### config.mk
export PLATFORM = sky130hd
export DESIGN_NAME = sar_adc_ctrl
export DESIGN_NICKNAME = d
export VERILOG_FILES = /design/src/rtl/conv_clock_div.v /design/src/rtl/sar_adc_ctrl.v
export VERILOG_INCLUDE_DIRS = /design/src /design/src/rtl
export SDC_FILE = /design/constraint.sdc
export NUM_CORES = 1
export LEC_CHECK = 0
export BUFFER_PORTS_ARGS = -buffer_cell sky130_fd_sc_hd__buf_2
export CORE_ASPECT_RATIO = 1.25
export CORE_MARGIN = 2
export CORE_UTILIZATION = 55
export DETAILED_ROUTE_END_ITERATION = 12
export PLACE_DENSITY_LB_ADDON = 0.25
export SETUP_SLACK_MARGIN = 0.02
export SLEW_MARGIN = 15
export SYNTH_ARGS = -nofsm -noshare
export SYNTH_HDL_FRONTEND = slang
export SYNTH_SLANG_ARGS = --single-unit
### constraint.sdc
create_clock -name aclk -period 2.75 [get_ports aclk]
set_input_delay 0.1375 -clock aclk [delete_from_list [all_inputs] [get_ports aclk]]
set_output_delay 0.1375 -clock aclk [all_outputs]
set_load 0.03 [all_outputs]
### src/rtl/sar_adc_consts.vh
// Constants of the converter control block: register indices, fields,
// reset values and conversion timing.
// Assumes inclusion by bare name from the design files and the bench.
`ifndef SAR_ADC_CONSTS_VH
`define SAR_ADC_CONSTS_VH

// Register indices; byte address is four times the index
`define IDX_CONTROL       10'h084
`define IDX_SELECT        10'h085
`define IDX_RESULT_HIGH   10'h086
`define IDX_IRQ_ENABLE    10'h087
`define IDX_CHEN_GROUP0   10'h0ec
`define IDX_CHEN_GROUP3   10'h0ef

// Control register fields
`define CTL_ENABLE_BIT    7
`define CTL_REQUEST_BIT   6
`define CTL_DONE_BIT      5
`define CTL_FLAG_BIT      4

// Select register fields
`define SEL_DIV_MSB       7
`define SEL_DIV_LSB       5
`define SEL_CH_MSB        4
`define SEL_CH_LSB        0

// Reset values
`define RST_SELECT        8'h00
`define RST_RESULT        10'h000
`define RST_CHEN          8'hff

// Conversion timing in conversion clock cycles
`define SETUP_CYCLES      7'h08
`define CYCLES_PER_BIT    7'h08
`define RESULT_BITS       7'h0a
`define HOLD_CYCLES       7'h08
`define CONV_CYCLES       (`SETUP_CYCLES + `CYCLES_PER_BIT * `RESULT_BITS + `HOLD_CYCLES)
`define CONV_LAST         7'h5f

// Bus answers
`define RESP_OKAY         2'h0
`define RESP_SLVERR       2'h2

`endif

### src/rtl/conv_clock_div.v
// Conversion clock divider: a one-cycle enable pulse every 2^(code+1)
// system clocks. Assumes restart is a same-domain pulse at conversion start.
`timescale 1ns/1ns
module conv_clock_div (
	// Clock and reset
	input  wire       aclk,
	input  wire       aresetn,
	// Control
	input  wire       restart,
	input  wire [2:0] div_code,
	// Enable pulse
	output reg        tick
);
	reg  [7:0] count_reg;
	wire [7:0] last;

	// Division by 2,4,...,256 ends the count at 2^(code+1)-1
	assign last = (8'h02 << div_code) - 8'h01;

	// Restart aligns the first tick to a full period after start
	always @(posedge aclk) begin
		if (!aresetn) begin
			count_reg <= 8'h00;
			tick      <= 1'b0;
		end else if (restart) begin
			count_reg <= 8'h00;
			tick      <= 1'b0;
		end else if (count_reg == last) begin
			count_reg <= 8'h00;
			tick      <= 1'b1;
		end else begin
			count_reg <= count_reg + 8'h01;
			tick      <= 1'b0;
		end
	end
endmodule // conv_clock_div

### src/rtl/sar_adc_ctrl.v
// Successive-approximation converter control with an AXI4-Lite register
// slave. Assumes an external comparator, resistor-tree DAC and input mux;
// the comparator output is asynchronous and is synchronised here.
//
// Functional notes
// - Divider code selects system clock over 2..256
// - Channel code: group in top bits, pin below
// - Start needs enable and request both set
// - Approximation bits cleared at start, updated per step
// - Ten-bit result, one channel per conversion
// - Completion sets done bit and interrupt flag
// - Completion clears request bit by hardware
// - Result high byte plus low two control bits
// - Conversion lasts exactly 96 conversion clocks
// - Setup 8, ten bits of 8, hold 8
// - First trial code is half scale
// - Done reads zero running, one idle, resets one
// - Interrupt request when flag set and enabled
`timescale 1ns/1ns
`include "sar_adc_consts.vh"
module sar_adc_ctrl (
	// Clock and reset
	input  wire        aclk,
	input  wire        aresetn,
	// AXI4-Lite write address
	input  wire        s_axi_awvalid,
	output wire        s_axi_awready,
	input  wire [11:0] s_axi_awaddr,
	// AXI4-Lite write data
	input  wire        s_axi_wvalid,
	output wire        s_axi_wready,
	input  wire [31:0] s_axi_wdata,
	input  wire [3:0]  s_axi_wstrb,
	// AXI4-Lite write response
	output reg         s_axi_bvalid,
	input  wire        s_axi_bready,
	output reg  [1:0]  s_axi_bresp,
	// AXI4-Lite read address
	input  wire        s_axi_arvalid,
	output wire        s_axi_arready,
	input  wire [11:0] s_axi_araddr,
	// AXI4-Lite read data
	output reg         s_axi_rvalid,
	input  wire        s_axi_rready,
	output reg  [31:0] s_axi_rdata,
	output reg  [1:0]  s_axi_rresp,
	// Analog side
	input  wire        comp_above,
	output reg  [9:0]  dac_code,
	output reg  [4:0]  mux_channel,
	output reg  [31:0] channel_on,
	output reg         sample_active,
	// Interrupt request
	output reg         conv_irq
);
	// Sequencer states
	localparam ST_IDLE = 1'b0;
	localparam ST_RUN  = 1'b1;

	// Software visible state
	reg        enable_reg;
	reg        request_reg;
	reg        done_reg;
	reg        flag_reg;
	reg        irq_en_reg;
	reg  [7:0] select_reg;
	reg  [9:0] result_reg;
	reg  [7:0] chen_n_reg [0:3];

	// Conversion state
	reg        state_reg;
	reg  [6:0] step_reg;
	reg  [9:0] approximation_bits;
	reg  [2:0] div_cap_reg;
	reg  [4:0] ch_cap_reg;
	reg        comp_meta_reg;
	reg        comp_sync_reg;

	// Bus holding state
	reg        aw_held_reg;
	reg        w_held_reg;
	reg  [9:0] aw_idx_reg;
	reg  [7:0] wdata_reg;
	reg        wlane_reg;

	wire       tick;
	wire       start;
	wire       finish;
	wire       do_write;
	wire [9:0] ar_idx;
	wire [3:0] bit_pos;
	wire       in_bits;
	wire       bit_end;

	// Index of a byte address; the low two bits select nothing
	function [9:0] reg_index;
		input [11:0] addr;
		begin
			reg_index = addr[11:2];
		end
	endfunction

	// Whether an index names a register of this block
	function mapped;
		input [9:0] idx;
		begin
			mapped = (idx == `IDX_CONTROL) || (idx == `IDX_SELECT) ||
				(idx == `IDX_RESULT_HIGH) || (idx == `IDX_IRQ_ENABLE) ||
				((idx >= `IDX_CHEN_GROUP0) && (idx <= `IDX_CHEN_GROUP3));
		end
	endfunction

	// Result bit decided in a given step of the bit phase, MSB first
	function [3:0] step_bit;
		input [6:0] step;
		reg   [6:0] rel;
		begin
			rel      = step - `SETUP_CYCLES;
			step_bit = 4'h9 - rel[6:3];
		end
	endfunction

	// Conversion clock enable from the captured divider code
	conv_clock_div u_div (
		.aclk     (aclk),
		.aresetn  (aresetn),
		.restart  (start),
		.div_code (div_cap_reg),
		.tick     (tick)
	);

	// Comparator is asynchronous to aclk, so two flops before any use
	always @(posedge aclk) begin
		if (!aresetn) begin
			comp_meta_reg <= 1'b0;
			comp_sync_reg <= 1'b0;
		end else begin
			comp_meta_reg <= comp_above;
			comp_sync_reg <= comp_meta_reg;
		end
	end

	// Start only from idle; a request seen while running does nothing
	assign start  = (state_reg == ST_IDLE) && enable_reg && request_reg;
	assign finish = (state_reg == ST_RUN) && tick && (step_reg == `CONV_LAST);

	// Phase decode of the step counter
	assign in_bits = (step_reg >= `SETUP_CYCLES) &&
		(step_reg < (`SETUP_CYCLES + `CYCLES_PER_BIT * `RESULT_BITS));
	assign bit_end = in_bits && (step_reg[2:0] == 3'h7);
	assign bit_pos = step_bit(step_reg);

	// Sequencer: 96 ticks, then back to idle
	always @(posedge aclk) begin
		if (!aresetn) begin
			state_reg   <= ST_IDLE;
			step_reg    <= 7'h00;
			div_cap_reg <= 3'h0;
			ch_cap_reg  <= 5'h00;
		end else begin
			case (state_reg)
				ST_IDLE: begin
					if (start) begin
						state_reg   <= ST_RUN;
						step_reg    <= 7'h00;
						div_cap_reg <= select_reg[`SEL_DIV_MSB:`SEL_DIV_LSB];
						ch_cap_reg  <= select_reg[`SEL_CH_MSB:`SEL_CH_LSB];
					end
				end
				ST_RUN: begin
					if (finish) begin
						state_reg <= ST_IDLE;
						step_reg  <= 7'h00;
					end else if (tick) begin
						step_reg <= step_reg + 7'h01;
					end
				end
				default: begin
					state_reg <= ST_IDLE;
				end
			endcase
		end
	end

	// Successive approximation: trial bit set, then kept or cleared
	always @(posedge aclk) begin
		if (!aresetn) begin
			approximation_bits <= `RST_RESULT;
		end else if (start) begin
			approximation_bits <= `RST_RESULT;
		end else if ((state_reg == ST_RUN) && tick) begin
			if (step_reg == (`SETUP_CYCLES - 7'h01)) begin
				approximation_bits <= 10'h200;
			end else if (bit_end) begin
				// Decide this bit and place the next trial bit below it
				if (!comp_sync_reg)
					approximation_bits[bit_pos] <= 1'b0;
				if (bit_pos != 4'h0)
					approximation_bits[bit_pos - 4'h1] <= 1'b1;
			end
		end
	end

	// Analog side drive; the channel is steered only while converting
	always @(posedge aclk) begin
		if (!aresetn) begin
			dac_code      <= 10'h000;
			mux_channel   <= 5'h00;
			channel_on    <= 32'h00000000;
			sample_active <= 1'b0;
		end else begin
			dac_code      <= approximation_bits;
			mux_channel   <= ch_cap_reg;
			sample_active <= (state_reg == ST_RUN);
			// Group from the top two bits, pin from the low three
			channel_on    <= 32'h00000000;
			if (state_reg == ST_RUN)
				channel_on[ch_cap_reg] <=
					~chen_n_reg[ch_cap_reg[4:3]][ch_cap_reg[2:0]];
		end
	end

	// Status, result and request handling
	always @(posedge aclk) begin
		if (!aresetn) begin
			done_reg    <= 1'b1;
			flag_reg    <= 1'b0;
			request_reg <= 1'b0;
			result_reg  <= `RST_RESULT;
		end else begin
			if (start)
				done_reg <= 1'b0;
			else if (finish)
				done_reg <= 1'b1;
			// Hardware set wins over a software clear in the same cycle
			if (finish)
				flag_reg <= 1'b1;
			else if (do_write && wlane_reg && (aw_idx_reg == `IDX_CONTROL))
				flag_reg <= wdata_reg[`CTL_FLAG_BIT];
			// Completion clears the request even if software writes it
			if (finish)
				request_reg <= 1'b0;
			else if (do_write && wlane_reg && (aw_idx_reg == `IDX_CONTROL))
				request_reg <= wdata_reg[`CTL_REQUEST_BIT];
			// Previous result is overwritten only at completion
			if (finish)
				result_reg <= approximation_bits;
		end
	end

	// Interrupt request follows the sticky flag gated by its enable
	always @(posedge aclk) begin
		if (!aresetn)
			conv_irq <= 1'b0;
		else
			conv_irq <= flag_reg && irq_en_reg;
	end

	// Write channels are taken independently and held until both arrive
	assign s_axi_awready = !aw_held_reg && !s_axi_bvalid;
	assign s_axi_wready  = !w_held_reg && !s_axi_bvalid;
	assign do_write      = aw_held_reg && w_held_reg && !s_axi_bvalid;

	always @(posedge aclk) begin
		if (!aresetn) begin
			aw_held_reg  <= 1'b0;
			w_held_reg   <= 1'b0;
			aw_idx_reg   <= 10'h000;
			wdata_reg    <= 8'h00;
			wlane_reg    <= 1'b0;
			s_axi_bvalid <= 1'b0;
			s_axi_bresp  <= `RESP_OKAY;
		end else begin
			if (s_axi_awvalid && s_axi_awready) begin
				aw_held_reg <= 1'b1;
				aw_idx_reg  <= reg_index(s_axi_awaddr);
			end
			if (s_axi_wvalid && s_axi_wready) begin
				w_held_reg <= 1'b1;
				wdata_reg  <= s_axi_wdata[7:0];
				wlane_reg  <= s_axi_wstrb[0];
			end
			if (do_write) begin
				aw_held_reg  <= 1'b0;
				w_held_reg   <= 1'b0;
				s_axi_bvalid <= 1'b1;
				s_axi_bresp  <= mapped(aw_idx_reg) ? `RESP_OKAY : `RESP_SLVERR;
			end else if (s_axi_bvalid && s_axi_bready) begin
				s_axi_bvalid <= 1'b0;
			end
		end
	end

	// Register writes; only byte lane 0 carries register data
	always @(posedge aclk) begin
		if (!aresetn) begin
			enable_reg    <= 1'b0;
			irq_en_reg    <= 1'b0;
			select_reg    <= `RST_SELECT;
			chen_n_reg[0] <= `RST_CHEN;
			chen_n_reg[1] <= `RST_CHEN;
			chen_n_reg[2] <= `RST_CHEN;
			chen_n_reg[3] <= `RST_CHEN;
		end else if (do_write && wlane_reg) begin
			case (aw_idx_reg)
				`IDX_CONTROL:    enable_reg <= wdata_reg[`CTL_ENABLE_BIT];
				`IDX_SELECT:     select_reg <= wdata_reg;
				`IDX_IRQ_ENABLE: irq_en_reg <= wdata_reg[0];
				default: begin
					if ((aw_idx_reg >= `IDX_CHEN_GROUP0) && (aw_idx_reg <= `IDX_CHEN_GROUP3))
						chen_n_reg[aw_idx_reg[1:0]] <= wdata_reg;
				end
			endcase
		end
	end

	// Read path: one cycle from address to data, held until taken
	assign s_axi_arready = !s_axi_rvalid;
	assign ar_idx        = reg_index(s_axi_araddr);

	always @(posedge aclk) begin
		if (!aresetn) begin
			s_axi_rvalid <= 1'b0;
			s_axi_rdata  <= 32'h00000000;
			s_axi_rresp  <= `RESP_OKAY;
		end else if (s_axi_arvalid && s_axi_arready) begin
			s_axi_rvalid <= 1'b1;
			s_axi_rresp  <= mapped(ar_idx) ? `RESP_OKAY : `RESP_SLVERR;
			s_axi_rdata  <= 32'h00000000;
			case (ar_idx)
				`IDX_CONTROL:
					s_axi_rdata[7:0] <= {enable_reg, request_reg, done_reg, flag_reg,
						2'b00, result_reg[1:0]};
				`IDX_SELECT:      s_axi_rdata[7:0] <= select_reg;
				`IDX_RESULT_HIGH: s_axi_rdata[7:0] <= result_reg[9:2];
				`IDX_IRQ_ENABLE:  s_axi_rdata[0]   <= irq_en_reg;
				default: begin
					if ((ar_idx >= `IDX_CHEN_GROUP0) && (ar_idx <= `IDX_CHEN_GROUP3))
						s_axi_rdata[7:0] <= chen_n_reg[ar_idx[1:0]];
				end
			endcase
		end else if (s_axi_rvalid && s_axi_rready) begin
			s_axi_rvalid <= 1'b0;
		end
	end
endmodule // sar_adc_ctrl

## Word-level counts from Yosys, hierarchy flattened

Memories as Yosys holds them, arrays and structs flattened. A register that Yosys moved wholly into a read port is not among the register bits.
Cells that the tools add are included.

- Register bits after elaboration: 144
- Memory bits (writable): 32
- Input port bits: 68
- Output and inout port bits: 90
- Memories kept: 1

- Add/sub/neg operators: 6
- $lt $le $gt $ge: 13
- Eq/ne operators: 14
- Shift-type cells: 1
- Mux-type cells: 49
- Bitwise operators: 7
- Reductions and logical operators: 54

Memories:

| memory | words | bits a word | rd ports | clocked after Yosys merged registers in | write ports | line | source |
|---|---|---|---|---|---|---|---|
| chen_n_reg | 4 | 8 | 2 | 1 | 4 | sar_adc_ctrl.v:68 | `reg [7:0] chen_n_reg [0:3];` |

Operator list:

| operator | count |
|---|---|
| $mux W10 | 9 |
| $eq A10 B8 Y1 const B | 8 |
| $and A32 B32 Y32 | 1 |
| $pmux W7 S4 | 1 |
| $logic_and A1 B1 Y1 | 23 |
| $mux W1 | 22 |
| $mux W7 | 3 |
| $ge A10 B8 Y1 const B | 2 |
| $le A10 B8 Y1 const B | 2 |
| $mux W8 | 2 |
| $pmux W7 S2 | 1 |
| $reduce_and A2 Y1 | 7 |
| $and A10 B10 Y10 | 1 |
| $lt A4 B5 Y1 const B | 2 |
| $mux W2 | 5 |
| $not A10 Y10 | 1 |
| $or A10 B10 Y10 | 1 |
| $reduce_bool A2 Y1 | 5 |
| $add A8 B1 Y8 const B | 1 |
| $demux W1 S4 | 2 |
| $eq A8 B8 Y1 | 1 |
| $ge A4 B1 Y1 const B | 2 |
| $logic_or A1 B1 Y1 | 8 |
| $reduce_or A8 Y1 | 1 |
| other kinds (25) | 33 |

## Depth between registers and ports, before layout

- Depth after elaboration: 18
- Mapped depth: 10
- Depth with buffers taken out: 9

## Cells and area by module

A second synthesis with hierarchy kept.

- Cells, all modules: 797
- Area, all modules: 7868.8 um2

Modules (own cells, without submodules):

| module | instances | cells each | area each (um2) | sequential area each (um2) |
|---|---|---|---|---|
| sar_adc_ctrl | 1 | 725 | 7240.7 | 3663.5 |
| conv_clock_div | 1 | 72 | 628.1 | 180.2 |

## Least setup slack after synthesis

Ideal clock, no wire load.

- Kind: reg2reg
- Start point: register step_reg[4]
- End point: register approximation_bits[2]
- Arrival time: 2156 ps
- Required time: 2633 ps
- Setup slack: 478 ps
- Stages on the path, launching flop included: 10
- Period minus slack after synthesis: 2272 ps
- Path through: dfxtp_1 inv_1 ha_1 xnor2_1 ha_1 xnor2_1 xor2_1 and3_1 o22ai_1 a22o_1

- Longest elaborated chain between the ends: 18
- Elaborated cells on any way between the ends: 33
- Those cells by class: add/sub: 3; order compare: 6; eq/ne: 1; mux: 13; bitwise: 3; reduce/logical: 7

Ends and longest elaborated chain:

| item | line | source |
|---|---|---|
| from (decl) | sar_adc_ctrl.v:72 | `reg [6:0] step_reg;` |
| from (signal assigned) | sar_adc_ctrl.v:175 | `step_reg <= step_reg + 7'h01;` |
| $sub A7 B4 Y7 (no source line) | n/a |  |
| $sub A4 B4 Y4 | sar_adc_ctrl.v:119 | `step_bit = 4'h9 - rel[6:3];` |
| $lt A4 B5 Y1 (implied by the code) or $ge A4 B1 Y1 (tied branches) | sar_adc_ctrl.v:197 | `approximation_bits[bit_pos] <= 1'b0;` |
| $logic_and A1 B1 Y1 (implied by the code) | sar_adc_ctrl.v:197 |  |
| $mux W1 (implied by the code) | sar_adc_ctrl.v:197 |  |
| $demux W1 S4 | sar_adc_ctrl.v:197 |  |
| $not A10 Y10 (no source line) | n/a |  |
| $and A10 B10 Y10 (no source line) | n/a |  |
| [... 2 more ...] | n/a |  |
| $mux W10 | sar_adc_ctrl.v:192 | `` if (step_reg == (`SETUP_CYCLES - 7'h01)) begin `` |
| $mux W10 | sar_adc_ctrl.v:191 | `end else if ((state_reg == ST_RUN) && tick) begin` |
| $mux W10 | sar_adc_ctrl.v:189 | `end else if (start) begin` |
| $mux W10 | sar_adc_ctrl.v:187 | `if (!aresetn) begin` |
| $or A10 B10 Y10 (no source line) | n/a |  |
| $mux W10 | sar_adc_ctrl.v:198 | `if (bit_pos != 4'h0)` |
| $mux W10 | sar_adc_ctrl.v:194 | `end else if (bit_end) begin` |
| $mux W10 | sar_adc_ctrl.v:192 |  |
| to (signal assigned) | sar_adc_ctrl.v:188 | `` approximation_bits <= `RST_RESULT; `` |
| to (signal assigned) | sar_adc_ctrl.v:190 | `` approximation_bits <= `RST_RESULT; `` |
| to (decl) | sar_adc_ctrl.v:73 | `reg [9:0] approximation_bits;` |

Parallel ways exist; a longest one is shown, timed or not. The select of a mux whose other input is x is not followed.
A chain may end at the register's enable or synchronous reset.

## Final worst setup path

- Start point: register step_reg[0]
- End point: register approximation_bits[4]

Same word-level chain as after synthesis.

==> results.md <==
- Fin Clk Skew: 0.008701 ns
- Gpl congestion: 0.8992
- Vias: 5876
- Inserted Clock Buffers: 17
- Hold Vio Cnt, Final: 0
- First-pass GRT wire length: 27.11 mm
- Core Rows: 48
- Post-CTS Resized: 0
- CTS Root Cell: clkbuf_16
- CP most frequent cell: ha_1
- Post-Syn Instances: 764
- Final setup viols: 0
- Share of cells above drive strength 1: 0.2189
- Die X: 110.8 microns
- Final min period: 2.424 ns
- Type of the tightest min-delay check: primary input to register
- Max Cap Violations: 0
- Fin crit share: 0.8815
- Placed Instances: 1011
- Cells on worst reg2reg path: 7
- CTS tree: built
- Synth Area per Inst: 10.26 sq um
- RSZ-0062 raised after global routing: false
- Wire length per cell: 15.86 microns
- Arr. time, crit path: 2.80 ns
- Core Box Area: 13870 sq um
- Ys flop type: dfxtp_1
- Slowest stage cell, crit path: dfxtp_1
- CP required: 3.12 ns
- Fin. max-slew vios: 0
- Clk sink count: 176
- Leakage: 3.520 nW
- #FFs+latches synth: 176
- Die H: 137.5 microns
- Ports: 158
- Total Power: 5.330 mW
- Vias in the first global route: 5607
- Area growth syn-to-layout: 16.89%
- Buffers on Ports: 100
- Mapped cell area: 7838 sq um
- Non-Filler Instances: 1066
- Nets: 958
- Clock buffer depth: 2
- Setup crit start: step_reg[0]
- Async SR Flop Fraction: 0
- Via density: 5.512
- F_max: 412.5 MHz
- Area contributors post-synth: dfxtp_1, edfxtp_1, nand2_1, mux4_2, mux2i_1
- Hpwl dp: 12.23 mm
- # H-tree levels: 4
- FF-to-FF Start: step_reg[0]
- Initial core utilization: 0.5649
- GRT Overall Usage: 0.2237
- Post-synth EDFFs: 32
- Worst hold slack: 0.09119 ns
- Most used standard cell by instance count after synthesis: dfxtp_1
- Die ar.: 15230 sq um
- Worst path cell trace: ha_1 > ha_1 > inv_1 > nor4_2 > o2111ai_2 > a211oi_2 > a22o_1
- Layout filler cell count: 1074
- Drt total wl: 16.91 mm
- Starting DRT DRC Count: 280
- Synth area leader: dfxtp_1
- Diode count: 0
- Critical Path Max Stage Delay: 0.42 ns
- Reg clk slew, reported paths: 0.07 ns
- Crit-path max FO: 14
- Setup Crit Path Kind: register to register
- Clk_lat worst skew: 0.43 ns
- GRT overflow: 0
- Initial antenna violation count: 0
- Critical Path Sink: approximation_bits[4]
- Outcome: completed
- Total number of yosys warnings: 0
- Worst slew pin tran: 0.9847 ns
- Worst VDD drop: 0.3956 mV
- R2r endpoint: approximation_bits[4]
- Detailed-route DRC error count: 0
- R2R setup slack: 0.33 ns
- Power density over the cells: 581.8 nW/um^2
- Sequential fraction of the synthesis area: 0.4904
- Slew margin rel.: 0.3385
- Setup TNS: 0 ns
- Share of the synthesized area in the top cell type: 0.3678
- Nature of the critical path endpoint: register
- Netlist cell types: 68
- Largest net degree at the start of global routing: 32
- 1st-pass router iterations: 4
- Startpoint Class: register
- Antenna viol nets, final: 0
- Synth top cells by count: dfxtp_1, nand2_1, nor2_1
[what timing repair did]
action	CTS	global route
hold endpoints to repair	22	0
buffers inserted	0	0
hold buffers	23	0
[cells in the final DEF, fill, tap and decap left out, types with 6 or more instances in the layout]
cell type | netlist | routed
a21boi_0 | 27 | 27
a22o_1 | 10 | 10
a22oi_1 | 9 | 9
and2_1 | 29 | 29
and3_1 | 11 | 11
buf_2 | 9 | 100
buf_4 | 29 | 11
clkbuf_16 | 0 | 17
conb_1 | 1 | 26
dfxtp_1 | 144 | 144
dlygate4sd3_1 | 0 | 23
edfxtp_1 | 32 | 32
ha_1 | 12 | 12
inv_1 | 13 | 13
mux2i_1 | 25 | 25
mux4_2 | 12 | 12
nand2_1 | 95 | 95
nand2b_1 | 8 | 8
nand3_1 | 13 | 13
nand4_1 | 6 | 6
nor2_1 | 54 | 54
nor2b_1 | 30 | 30
nor3_1 | 13 | 13
nor4_1 | 6 | 6
o21ai_0 | 27 | 27
o22ai_1 | 9 | 9
or2_2 | 18 | 18
or3_1 | 18 | 18
xnor2_1 | 9 | 9
[cell type report]
class | count | area, sq um | share of cell area
Inverter | 13 | 48.80 | 0.005326
Tap cell | 175 | 219.0 | 0.02390
Timing Repair Buffer | 134 | 813.3 | 0.08877
Clock inverter | 14 | 141.4 | 0.01543
Sequential cell | 176 | 3844 | 0.4196
Multi-Input combinational cell | 536 | 3656 | 0.3991
Clock buffer | 18 | 439.2 | 0.04794
[through the flow]
step           utilization  area, sq um  setup slack (ns)
5_1_grt             0.6604         9161            0.1882
6_report            0.6604         9161            0.3257
2_1_floorplan            -         7931            0.4775
3_5_place_dp        0.6019         8351            0.3523
3_3_place_gp        0.6019         8351            0.4902
4_1_cts             0.6604         9161            0.3428
[power breakdown]
group	switching (mW)	leakage (nW)	internal (mW)	total [mW]
Sequential	0.0380	1.38	2.65	2.69
Combinational	0.202	1.85	0.113	0.314
Clock	1.10	0.287	1.23	2.33
[worst min-delay path by stage]
stage                          from        endpoint  slack, ns  cells past startpoint
finish              s_axi_araddr[6]  s_axi_rdata[6]       0.09                      4
CTS                 s_axi_araddr[6]  s_axi_rdata[6]       0.07                      4
detailed placement       comp_above   comp_meta_reg       0.35                      2
floorplan                comp_above   comp_meta_reg       0.26                      1
global route        s_axi_araddr[6]  s_axi_rdata[6]       0.10                      4
global placement         comp_above   comp_meta_reg       0.35                      2
[per-layer routing]
metal / wire [microns] / part of all wire / global-route usage / vias up
met2: 8532 / 0.50 / 0.3988 / 195
met1: 6996 / 0.41 / 0.2564 / 2778
li1: - / - / - / 2872
met3: 870 / 0.051 / 0.04751 / 31
met4: 508 / 0.030 / 0.1118 / 0
met5: 0 / 0 / 0 / -
[worst max-delay path: cells and delay by family (launching register included)]
family	cells	cell delay [ns]
fa+ha+maj	2	0.48
flops	1	0.42
compound gates	3	1.03
buf+inv	1	0.09
simple gates	1	0.36
[kinds of logic (layout without fill, tap and decap cells)]
| family | count (synthesis) | after routing | share of synthesized area |
|---|---|---|---|
| simple gates | 328 | 328 | 0.2270 |
| other cells | 1 | 26 | 0.0004785 |
| compound gates | 113 | 113 | 0.1073 |
| fa+ha+maj | 12 | 12 | 0.01916 |
| flops | 176 | 176 | 0.4904 |
| buf+inv | 77 | 179 | 0.05508 |
| mux | 44 | 44 | 0.08605 |
| xor+xnor | 13 | 13 | 0.01453 |
Note: power is estimated with default switching activity, not from simulation.
